### src/hw/qcic_pkg.sv
package qcic_pkg;
  // channel count and widths
  localparam int NCH   = 2;
  localparam int CNT_W = 16;
  localparam int SB_W  = 4;
  localparam int STAT_W = NCH * SB_W;
  localparam int CTRL_W = 7;
  // per-channel register byte offsets, channel two sits one stride higher
  localparam logic [7:0] CH_STRIDE = 8'h20;
  localparam logic [7:0] OFF_CTRL  = 8'h00;
  localparam logic [7:0] OFF_COUNT = 8'h04;
  localparam logic [7:0] OFF_CAPA  = 8'h08;
  localparam logic [7:0] OFF_CMPB  = 8'h0c;
  // shared event registers
  localparam logic [7:0] OFF_STAT  = 8'h40;
  localparam logic [7:0] OFF_MASK  = 8'h44;
  // control field positions
  localparam int CB_EN   = 0;  // counting enabled
  localparam int CB_CLR  = 1;  // capture a clears counter
  localparam int CB_AINV = 2;  // a phase from inverting pin
  localparam int CB_BINV = 3;  // b phase from inverting pin
  localparam int CB_ALT  = 4;  // second pin pair, channel two only
  localparam int CB_CMP  = 5;  // register b is compare, pin driven
  localparam int CB_LVL  = 6;  // level driven on compare match
  // status field positions inside a channel's nibble
  localparam int SB_CAP = 0;
  localparam int SB_OVF = 1;
  localparam int SB_UDF = 2;
  localparam int SB_CMP = 3;
  // values after reset
  localparam logic [CTRL_W-1:0] CTRL_RST = 7'h03;
  localparam logic [CNT_W-1:0]  CNT_RST  = 16'h0000;
  localparam logic [CNT_W-1:0]  GR_RST   = 16'h0000;
  localparam logic [STAT_W-1:0] STAT_RST = 8'h00;
  localparam logic [STAT_W-1:0] MASK_RST = 8'h00;
  // bus responses
  localparam logic [1:0] RESP_OKAY   = 2'h0;
  localparam logic [1:0] RESP_DECERR = 2'h3;
endpackage
### src/hw/qcic_chan_if.sv
`timescale 1ns/1ns
interface qcic_chan_if;
  logic                         phaseA;    // selected a phase
  logic                         phaseB;    // selected b phase
  logic                         index;     // index capture input
  logic                         enable;    // counting on
  logic                         clrOnCap;  // capture clears counter
  logic                         grbCmp;    // register b in compare use
  logic                         cmpLevel;  // level on match
  logic                         cntWr;     // software counter write
  logic                         grbWr;     // software register b write
  logic [qcic_pkg::CNT_W-1:0]   wdata;     // merged write data
  logic [qcic_pkg::CNT_W-1:0]   cnt;       // counter value
  logic [qcic_pkg::CNT_W-1:0]   gra;       // capture register a
  logic [qcic_pkg::CNT_W-1:0]   grb;       // compare register b
  logic                         capEv;     // capture pulse
  logic                         ovfEv;     // overflow pulse
  logic                         udfEv;     // underflow pulse
  logic                         cmpEv;     // compare match pulse
  logic                         pinOut;    // compare pin level
  modport top (output phaseA, phaseB, index, enable, clrOnCap, grbCmp, cmpLevel,
               output cntWr, grbWr, wdata,
               input  cnt, gra, grb, capEv, ovfEv, udfEv, cmpEv, pinOut);
  modport chan (input  phaseA, phaseB, index, enable, clrOnCap, grbCmp, cmpLevel,
                input  cntWr, grbWr, wdata,
                output cnt, gra, grb, capEv, ovfEv, udfEv, cmpEv, pinOut);
endinterface

### src/hw/qcic_counter_top.sv
`timescale 1ns/1ns
// Function
// RQ1: each channel is a 16-bit phase counter
// RQ2: encoder supplies two phase-shifted pulse trains
// RQ3: mode one up-count edge and level pairs
// RQ4: mode one down-count edge and level pairs
// RQ5: direction set only by phase relation
// RQ6: index rising edge captures counter into register
// RQ7: capture clears counter when selected as source
// RQ8: both channels count fully independently
// RQ9: channel one limited to first pin pair
// RQ10: inverting pin feeds phase with opposite sense
// RQ11: compare match drives pin to chosen level
// RQ12: unused second pin released for other use
// RQ13: wrap with overflow and underflow flags, interruptible
// RQ14: capture sets flag, may raise interrupt
module qcic_counter_top (
  // clock and reset
  input  wire logic        clk,
  input  wire logic        rst_b,
  // axi4-lite write address
  input  wire logic [7:0]  s_axi_awaddr,
  input  wire logic [2:0]  s_axi_awprot,
  input  wire logic        s_axi_awvalid,
  output logic             s_axi_awready,
  // axi4-lite write data
  input  wire logic [31:0] s_axi_wdata,
  input  wire logic [3:0]  s_axi_wstrb,
  input  wire logic        s_axi_wvalid,
  output logic             s_axi_wready,
  // axi4-lite write response
  output logic [1:0]       s_axi_bresp,
  output logic             s_axi_bvalid,
  input  wire logic        s_axi_bready,
  // axi4-lite read address
  input  wire logic [7:0]  s_axi_araddr,
  input  wire logic [2:0]  s_axi_arprot,
  input  wire logic        s_axi_arvalid,
  output logic             s_axi_arready,
  // axi4-lite read data
  output logic [31:0]      s_axi_rdata,
  output logic [1:0]       s_axi_rresp,
  output logic             s_axi_rvalid,
  input  wire logic        s_axi_rready,
  // first external clock pin pair, true and inverting
  input  wire logic        phaseAClockPin,
  input  wire logic        phaseBClockPin,
  input  wire logic        phaseAInvertingPin,
  input  wire logic        phaseBInvertingPin,
  // second external clock pin pair, true and inverting
  input  wire logic        altPhaseAClockPin,
  input  wire logic        altPhaseBClockPin,
  input  wire logic        altPhaseAInvertingPin,
  input  wire logic        altPhaseBInvertingPin,
  // index capture input, one per channel
  input  wire logic [1:0]  indexCapturePin,
  // second capture/compare pin, one per channel
  output logic [1:0]       secondCaptureComparePinOut,
  output logic [1:0]       secondCaptureComparePinOe,
  // interrupt
  output logic             irq
);
  localparam int NCH = qcic_pkg::NCH;
  localparam int CW  = qcic_pkg::CNT_W;

  // protection bits carry nothing for this block
  logic unusedProt;
  assign unusedProt = ^{s_axi_awprot, s_axi_arprot};

  // write channel holding state
  logic                            awHeld_r;   // write address captured
  logic                            wHeld_r;    // write data captured
  logic [7:0]                      awAddr_r;
  logic [31:0]                     wData_r;
  logic [3:0]                      wStrb_r;
  logic                            bValid_r;
  logic [1:0]                      bResp_r;
  logic                            doWrite;    // one-cycle register update
  // read channel state
  logic                            rValid_r;
  logic [31:0]                     rData_r;
  logic [1:0]                      rResp_r;
  logic [31:0]                     rdMux;
  // software registers
  logic [qcic_pkg::CTRL_W-1:0]     ctrl_r [NCH];
  logic [qcic_pkg::STAT_W-1:0]     stat_r;
  logic [qcic_pkg::STAT_W-1:0]     mask_r;
  logic [qcic_pkg::STAT_W-1:0]     statSet;    // hardware event pulses
  logic [qcic_pkg::STAT_W-1:0]     statClr;    // write-one-to-clear
  // channel results gathered for the read path
  logic [CW-1:0]                   cntV [NCH];
  logic [CW-1:0]                   graV [NCH];
  logic [CW-1:0]                   grbV [NCH];

  // word compare, the low two address bits are ignored
  function automatic logic regHit(input logic [7:0] a, input logic [7:0] off);
    regHit = (a[7:2] == off[7:2]);
  endfunction

  // one decode shared by write response and read response
  function automatic logic isMapped(input logic [7:0] a);
    logic hit;
    hit = regHit(a, qcic_pkg::OFF_STAT) | regHit(a, qcic_pkg::OFF_MASK);
    for (int c = 0; c < NCH; c++) begin
      hit = hit | regHit(a, qcic_pkg::OFF_CTRL  + 8'(c * 32))
                | regHit(a, qcic_pkg::OFF_COUNT + 8'(c * 32))
                | regHit(a, qcic_pkg::OFF_CAPA  + 8'(c * 32))
                | regHit(a, qcic_pkg::OFF_CMPB  + 8'(c * 32));
    end
    isMapped = hit;
  endfunction

  // byte lanes 0 and 1 are the only live ones, upper lanes drop
  function automatic logic [15:0] merge16(input logic [15:0] old,
                                          input logic [31:0] d,
                                          input logic [3:0]  s);
    merge16 = {s[1] ? d[15:8] : old[15:8], s[0] ? d[7:0] : old[7:0]};
  endfunction

  // address and data may arrive in either order, each held until both are in
  assign s_axi_awready = !awHeld_r;
  assign s_axi_wready  = !wHeld_r;
  assign doWrite       = awHeld_r && wHeld_r && !bValid_r;
  assign s_axi_bvalid  = bValid_r;
  assign s_axi_bresp   = bResp_r;

  // write address capture
  always_ff @(posedge clk) begin
    if (!rst_b) begin
      awHeld_r <= 1'b0;
      awAddr_r <= 8'h00;
    end else if (s_axi_awvalid && !awHeld_r) begin
      awHeld_r <= 1'b1;
      awAddr_r <= s_axi_awaddr;
    end else if (doWrite) begin
      awHeld_r <= 1'b0;
    end
  end

  // write data capture
  always_ff @(posedge clk) begin
    if (!rst_b) begin
      wHeld_r <= 1'b0;
      wData_r <= 32'h0000_0000;
      wStrb_r <= 4'h0;
    end else if (s_axi_wvalid && !wHeld_r) begin
      wHeld_r <= 1'b1;
      wData_r <= s_axi_wdata;
      wStrb_r <= s_axi_wstrb;
    end else if (doWrite) begin
      wHeld_r <= 1'b0;
    end
  end

  // write response, unmapped words answer decode error
  always_ff @(posedge clk) begin
    if (!rst_b) begin
      bValid_r <= 1'b0;
      bResp_r  <= qcic_pkg::RESP_OKAY;
    end else if (doWrite) begin
      bValid_r <= 1'b1;
      bResp_r  <= isMapped(awAddr_r) ? qcic_pkg::RESP_OKAY : qcic_pkg::RESP_DECERR;
    end else if (s_axi_bready) begin
      bValid_r <= 1'b0;
    end
  end

  // shared event registers, clear wins never: a new event beats the clear
  assign statClr = (doWrite && regHit(awAddr_r, qcic_pkg::OFF_STAT) && wStrb_r[0])
                   ? wData_r[qcic_pkg::STAT_W-1:0] : qcic_pkg::STAT_RST;

  always_ff @(posedge clk) begin
    if (!rst_b) begin
      stat_r <= qcic_pkg::STAT_RST;
    end else begin
      stat_r <= (stat_r & ~statClr) | statSet;              // [RQ13] [RQ14]
    end
  end

  // interrupt mask
  always_ff @(posedge clk) begin
    if (!rst_b) begin
      mask_r <= qcic_pkg::MASK_RST;
    end else if (doWrite && regHit(awAddr_r, qcic_pkg::OFF_MASK) && wStrb_r[0]) begin
      mask_r <= wData_r[qcic_pkg::STAT_W-1:0];
    end
  end

  // level interrupt from stored flags only
  assign irq = |(stat_r & mask_r);                          // [RQ13] [RQ14]

  // two independent channels, each with its own settings
  for (genvar g = 0; g < NCH; g++) begin : gCh                // [RQ8]
    localparam logic [7:0] BASE = (g == 0) ? 8'h00 : qcic_pkg::CH_STRIDE;
    qcic_chan_if chIf ();
    logic useAlt;     // second pair selected and allowed
    logic aSrc;       // a phase after inversion choice
    logic bSrc;

    // control register of this channel
    always_ff @(posedge clk) begin
      if (!rst_b) begin
        ctrl_r[g] <= qcic_pkg::CTRL_RST;
      end else if (doWrite && regHit(awAddr_r, qcic_pkg::OFF_CTRL + BASE)
                   && wStrb_r[0]) begin
        ctrl_r[g] <= wData_r[qcic_pkg::CTRL_W-1:0];
      end
    end

    // channel one never reaches the second pair, whatever software writes
    assign useAlt = (g != 0) && ctrl_r[g][qcic_pkg::CB_ALT];  // [RQ9]
    // the inverting pin is folded back so the counter sees one sense
    always_comb begin
      if (ctrl_r[g][qcic_pkg::CB_AINV]) begin
        aSrc = useAlt ? ~altPhaseAInvertingPin : ~phaseAInvertingPin;   // [RQ10]
      end else begin
        aSrc = useAlt ? altPhaseAClockPin : phaseAClockPin;
      end
      if (ctrl_r[g][qcic_pkg::CB_BINV]) begin
        bSrc = useAlt ? ~altPhaseBInvertingPin : ~phaseBInvertingPin;   // [RQ10]
      end else begin
        bSrc = useAlt ? altPhaseBClockPin : phaseBClockPin;
      end
    end

    // inputs to the channel
    assign chIf.phaseA   = aSrc;
    assign chIf.phaseB   = bSrc;
    assign chIf.index    = indexCapturePin[g];
    assign chIf.enable   = ctrl_r[g][qcic_pkg::CB_EN];
    assign chIf.clrOnCap = ctrl_r[g][qcic_pkg::CB_CLR];
    assign chIf.grbCmp   = ctrl_r[g][qcic_pkg::CB_CMP];
    assign chIf.cmpLevel = ctrl_r[g][qcic_pkg::CB_LVL];
    assign chIf.cntWr    = doWrite && regHit(awAddr_r, qcic_pkg::OFF_COUNT + BASE);
    assign chIf.grbWr    = doWrite && regHit(awAddr_r, qcic_pkg::OFF_CMPB + BASE);
    // partial writes keep the bytes not strobed
    assign chIf.wdata    = merge16(regHit(awAddr_r, qcic_pkg::OFF_COUNT + BASE)
                                   ? chIf.cnt : chIf.grb, wData_r, wStrb_r);

    qcic_phase_chan uChan (
      .clk   (clk),
      .rst_b (rst_b),
      .ch    (chIf.chan)
    );

    // results for read path and event register
    assign cntV[g] = chIf.cnt;
    assign graV[g] = chIf.gra;
    assign grbV[g] = chIf.grb;
    assign statSet[g*qcic_pkg::SB_W +: qcic_pkg::SB_W] =
      {chIf.cmpEv, chIf.udfEv, chIf.ovfEv, chIf.capEv};
    // pin only driven while register b is in compare use
    assign secondCaptureComparePinOut[g] = chIf.pinOut;       // [RQ11]
    assign secondCaptureComparePinOe[g]  = ctrl_r[g][qcic_pkg::CB_CMP];  // [RQ12]

  end

  // read data selection, unmapped words read as zero
  always_comb begin
    rdMux = 32'h0000_0000;
    if (regHit(s_axi_araddr, qcic_pkg::OFF_STAT)) begin
      rdMux[qcic_pkg::STAT_W-1:0] = stat_r;
    end else if (regHit(s_axi_araddr, qcic_pkg::OFF_MASK)) begin
      rdMux[qcic_pkg::STAT_W-1:0] = mask_r;
    end
    for (int c = 0; c < NCH; c++) begin
      if (regHit(s_axi_araddr, qcic_pkg::OFF_CTRL + 8'(c * 32))) begin
        rdMux[qcic_pkg::CTRL_W-1:0] = ctrl_r[c];
      end else if (regHit(s_axi_araddr, qcic_pkg::OFF_COUNT + 8'(c * 32))) begin
        rdMux[CW-1:0] = cntV[c];
      end else if (regHit(s_axi_araddr, qcic_pkg::OFF_CAPA + 8'(c * 32))) begin
        rdMux[CW-1:0] = graV[c];
      end else if (regHit(s_axi_araddr, qcic_pkg::OFF_CMPB + 8'(c * 32))) begin
        rdMux[CW-1:0] = grbV[c];
      end
    end
  end

  // one read at a time, address refused while data waits
  assign s_axi_arready = !rValid_r;
  assign s_axi_rvalid  = rValid_r;
  assign s_axi_rdata   = rData_r;
  assign s_axi_rresp   = rResp_r;

  // read response register
  always_ff @(posedge clk) begin
    if (!rst_b) begin
      rValid_r <= 1'b0;
      rData_r  <= 32'h0000_0000;
      rResp_r  <= qcic_pkg::RESP_OKAY;
    end else if (s_axi_arvalid && !rValid_r) begin
      rValid_r <= 1'b1;
      rData_r  <= rdMux;
      rResp_r  <= isMapped(s_axi_araddr) ? qcic_pkg::RESP_OKAY : qcic_pkg::RESP_DECERR;
    end else if (s_axi_rready) begin
      rValid_r <= 1'b0;
    end
  end
endmodule

### src/hw/qcic_phase_chan.sv
`timescale 1ns/1ns
module qcic_phase_chan (
  // clock and reset
  input wire logic clk,
  input wire logic rst_b,
  // control and results
  qcic_chan_if.chan ch
);

  logic                       aPrev_r;   // a phase one cycle ago
  logic                       bPrev_r;   // b phase one cycle ago
  logic                       idxPrev_r; // index one cycle ago
  logic                       matchPrev_r;
  logic [qcic_pkg::CNT_W-1:0] cnt_r;
  logic [qcic_pkg::CNT_W-1:0] gra_r;
  logic [qcic_pkg::CNT_W-1:0] grb_r;
  logic                       pin_r;
  logic aRise, aFall, bRise, bFall, upHit, dnHit;
  logic idxRise, capClr, stepUp, stepDn, match;

  // edge detection on the selected phases
  always_ff @(posedge clk) begin
    if (!rst_b) begin
      // track the live levels in reset so release never shows a false edge
      aPrev_r     <= ch.phaseA;
      bPrev_r     <= ch.phaseB;
      idxPrev_r   <= ch.index;
      matchPrev_r <= 1'b0;
    end else begin
      aPrev_r     <= ch.phaseA;
      bPrev_r     <= ch.phaseB;
      idxPrev_r   <= ch.index;
      matchPrev_r <= match;
    end
  end

  assign aRise = ch.phaseA & ~aPrev_r;
  assign aFall = ~ch.phaseA & aPrev_r;
  assign bRise = ch.phaseB & ~bPrev_r;
  assign bFall = ~ch.phaseB & bPrev_r;
  // direction comes only from how the two waveforms relate
  assign upHit = (bRise & ch.phaseA) | (bFall & ~ch.phaseA) |
                 (aRise & ~ch.phaseB) | (aFall & ch.phaseB);    // [RQ3] [RQ5]
  assign dnHit = (bFall & ch.phaseA) | (bRise & ~ch.phaseA) |
                 (aRise & ch.phaseB) | (aFall & ~ch.phaseB);    // [RQ4] [RQ5]
  // both edges at once is ambiguous, so it counts nothing
  assign stepUp  = ch.enable & upHit & ~dnHit & ~ch.cntWr & ~capClr;
  assign stepDn  = ch.enable & dnHit & ~upHit & ~ch.cntWr & ~capClr;
  assign idxRise = ch.index & ~idxPrev_r;
  assign capClr  = idxRise & ch.clrOnCap;                    // [RQ7]
  assign match   = ch.grbCmp & (cnt_r == grb_r);

  // 16-bit counter, software write beats index clear beats stepping
  always_ff @(posedge clk) begin
    if (!rst_b) begin
      cnt_r <= qcic_pkg::CNT_RST;
    end else if (ch.cntWr) begin
      cnt_r <= ch.wdata;
    end else if (capClr) begin
      cnt_r <= qcic_pkg::CNT_RST;                            // [RQ7]
    end else if (stepUp) begin
      cnt_r <= cnt_r + 16'h0001;                             // [RQ1] [RQ13]
    end else if (stepDn) begin
      cnt_r <= cnt_r - 16'h0001;                             // [RQ1] [RQ13]
    end
  end

  // capture on index rising edge
  always_ff @(posedge clk) begin
    if (!rst_b) begin
      gra_r <= qcic_pkg::GR_RST;
    end else if (idxRise) begin
      gra_r <= cnt_r;                                        // [RQ6]
    end
  end

  // compare register and its output pin
  always_ff @(posedge clk) begin
    if (!rst_b) begin
      grb_r <= qcic_pkg::GR_RST;
      pin_r <= 1'b0;
    end else begin
      if (ch.grbWr) begin
        grb_r <= ch.wdata;
      end
      if (match) begin
        pin_r <= ch.cmpLevel;                                // [RQ11]
      end
    end
  end

  assign ch.cnt    = cnt_r;
  assign ch.gra    = gra_r;
  assign ch.grb    = grb_r;
  assign ch.pinOut = pin_r;
  assign ch.capEv  = idxRise;                                // [RQ14]
  assign ch.ovfEv  = stepUp & (cnt_r == 16'hffff);           // [RQ13]
  assign ch.udfEv  = stepDn & (cnt_r == 16'h0000);           // [RQ13]
  assign ch.cmpEv  = match & ~matchPrev_r;
endmodule

### config.mk
export PLATFORM = sky130hd
export DESIGN_NAME = qcic_counter_top
export DESIGN_NICKNAME = d
export VERILOG_FILES = /design/src/hw/qcic_pkg.sv /design/src/hw/qcic_chan_if.sv /design/src/hw/qcic_counter_top.sv /design/src/hw/qcic_phase_chan.sv
export SDC_FILE = /design/constraint.sdc
export NUM_CORES = 1
export LEC_CHECK = 0
export ABC_CLOCK_PERIOD_IN_PS = 4910
export BUFFER_PORTS_ARGS = -buffer_cell sky130_fd_sc_hd__clkbuf_2
export CAP_MARGIN = 20
export CELL_PAD_IN_SITES_DETAIL_PLACEMENT = 1
export CELL_PAD_IN_SITES_GLOBAL_PLACEMENT = 1
export CORE_MARGIN = 5
export CORE_UTILIZATION = 35
export DETAILED_ROUTE_END_ITERATION = 7
export PLACE_DENSITY_LB_ADDON = 0.1
export SYNTH_ARGS = -nofsm -noshare
export SYNTH_HDL_FRONTEND = slang
export SYNTH_SLANG_ARGS = --single-unit
### constraint.sdc
create_clock -name clk -period 4.91 [get_ports clk]
set_clock_uncertainty 0.2 [all_clocks]
set_input_delay 0.982 -clock clk [delete_from_list [all_inputs] [get_ports clk]]
set_output_delay 0.982 -clock clk [all_outputs]
set_load 0.05 [all_outputs]
==> results.md <==
* Status: finished clean
* Max FO, Critical Path at 11
* PD cells at 480 nW/um^2
* Longest Clk Path Bufs at 2
* Die W at 184 um
* Vert. Die Dim at 184 um
* Total Power at 5.68 mW
* Final critical-path required period at 4430 ps
* TritonCTS clock tree: yes
* Clock root cell: clkbuf_16
* Post-Syn Area per Cell at 8.12 um^2
* Row cnt at 63
* Detailed Route Iter0 Violations at 511
* PortBufs at 76
* Wirelength, routed at 39,000 um
* LEAKAGE at 4.52 nW
* Via count at 9,846
* WP data arrival at 4560 ps
* Final-stage net count at 1,438
* Tightest Pin Transition at 1160 ps
* Wire length on met1 at 18,200 um
* Total GRT Usage at 22.9%
* Post-synth top flop: dfxtp_1
* Met2 wire len at 18,800 um
* Post-synth EDFFs at 14
* Number of global-route vias before repair at 9,928
* Final setup viols at 0
* DP HPWL at 28,900 um
* Share of cells above drive strength 1 at 13.5%
* Seq/Total Area, Yosys at 35.5%
* Global placement routability congestion at 0.810
* Clock Latency Late Sink at 450 ps
* Fmax at 226 MHz
* I/O pin count at 121
* Antenna cells at 0
* Most common cell after layout, fill and taps aside: nand2_1
* Post-DR vias/cell at 5.68
* Layout area overhead at 11.1%
* Die footprint at 34,000 um^2
* GRT overflow at 0
* Final Cycle Share at 90.1%
* Setup TNS at 0 ps
* Largest net degree at the start of global routing at 49
* Crit start category: flip-flop
* H-tree depth at 4
* Max-cap violations at 0
* Commonest cells after routing, fill and taps aside: nand2_1, dfxtp_1, a21oi_1
* Mapped Area at 10,700 um^2
* Syn Inst Count at 1,313
* Clock slew at reported path FFs at 70 ps
* Max_slew headroom at 21.8%
* Drt first pass iters at 5
* Ys async rst share at 0%
* Yosys Warn Count at 0
* Hold_buf cts at 0
* Initial antenna violation count at 0
* Hold Path Class: reg -> reg
* Netlist cell types at 82
* Initial Util at 35.7%
* Post-CTS Setup Repair Bufs at 0
* CP Capture Type: flip-flop
* Post-synthesis register bit count at 182
* Slew Limit Fails at 0
* Final count of hold timing violations at 0
* Post_cts resized at 0
* Total core area at 29,900 um^2
* # DRC at 0
* CTS Sinks at 182
* Post-layout util at 39.6%
* RSZ-0062 raised after global routing: false
* Wirelength per Cell at 22.5 um
* Post-DRT Antenna Nets at 0
* CTS buffer count at 17
* Crit Path Class: reg -> reg
* Metal3 WL at 1400 um
* Worst vdd ir at 0.299 mV
* Critical Path RT at 5050 ps
* Uppermost layer routed: met4
* First-pass GRT wire length at 60,100 um
[routing by layer]
layer  vias up  GRT usage (%)
met5         -              0
met4         0           4.94
met3        34           3.24
met2       179           38.3
met1      4944           31.6
li1       4689              -
[cells in the mapped netlist (all sizes together), types with 8 or more instances]
library cell / count / area share [%]
dfxtp: 168 / 32
buf: 37 / 2.2
a2bb2oi: 8 / 0.66
xnor2: 42 / 3.6
a22oi: 17 / 1.2
nor3: 11 / 0.61
nand3: 8 / 0.38
inv: 20 / 0.70
and2: 18 / 1.1
clkbuf: 83 / 2.9
o211ai: 15 / 1.1
a211oi: 15 / 1.1
nand2: 196 / 6.9
a221oi: 14 / 1.2
mux2: 12 / 1.3
a21oi: 131 / 6.2
mux2i: 56 / 5.3
a21o: 9 / 0.65
nor2: 126 / 4.4
ha: 31 / 3.6
edfxtp: 14 / 3.9
o21ai: 74 / 3.5
xor2: 19 / 1.6
nand4: 18 / 1.1
nand2b: 17 / 1.0
nor2b: 11 / 0.65
nor4: 21 / 1.4
a31oi: 16 / 0.94
[final timing paths]
| kind | from | endpoint | slack, ps | cells past startpoint |
|---|---|---|---|---|
| hold / removal | gCh[0].uChan.ch.gra[9] | gCh[0].uChan.ch.gra[9] | 260 | 2 |
| hold reg to reg | gCh[0].uChan.ch.gra[9] | gCh[0].uChan.ch.gra[9] | 260 | 2 |
| setup / recovery | awAddr_r[3] | gCh[0].uChan.ch.cnt[15] | 480 | 13 |
| setup reg to reg | awAddr_r[3] | gCh[0].uChan.ch.cnt[15] | 480 | 13 |
[registers in the layout, indices dropped and copies added (netlist names), 2 cells and up]
signal and flops:
mask_r 8, gCh.uChan.idxPrev_r 2, stat_r 8, wStrb_r 2, gCh.uChan.ch.pinOut 2, gCh.uChan.bPrev_r 2, s_axi_rdata 16, gCh.uChan.aPrev_r 2
awAddr_r 6, wData_r 16, gCh.uChan.matchPrev_r 2, gCh.uChan.ch.cnt 32, gCh.uChan.ch.gra 32, ctrl_r 14, gCh.uChan.ch.grb 32
[cell type report]
type,count,area (um^2)
fill,3588,18000
multi-input combinational,1006,6310
sequential,182,3780
timing repair buffer,103,581
tap,390,488
clock buffer,20,457
clock inverter,12,139
inverter,20,77.6
[logic make-up after synthesis]
group / Yosys count / synth area share, %
simple gates: 453 / 19.6
compound gates: 373 / 22.8
flops: 182 / 35.5
buf+inv: 140 / 5.80
mux: 70 / 6.95
xor+xnor: 61 / 5.26
fa+ha+maj: 33 / 4.02
other cells: 1 / 0.0352
[metrics by stage]
| stage | hold WS (ps) | setup WS [ps] | cell area, um^2 | std cells |
|---|---|---|---|---|
| floorplan | 231 | 423 | 10700 | 1328 |
| global placement | 243 | 130 | 11200 | 1700 |
| detailed placement | 249 | 85.7 | 11200 | 1700 |
| CTS | 260 | 496 | 11800 | 1732 |
| global route | 278 | 241 | 11800 | 1733 |
| finish | 259 | 485 | 11800 | 1733 |
[critical path, cell delays in order (launching register included)]
cell and delay, ps:
dfxtp_1 390, nor4b_4 540, and2_1 370, a21boi_2 100, and4_1 250, inv_1 310
ha_1 330, a211oi_1 260, a21oi_1 150, or3b_4 420, a2111oi_4 400, o311ai_1 150
and2_1 160, a311o_1 290
[power breakdown]
part	switching, mW	internal (mW)	leakage (nW)
sequential	0.424	1.66	1.50
clock	0.644	0.786	0.289
combinational	1.20	0.968	2.73
Power figures use the tool's default switching activity.
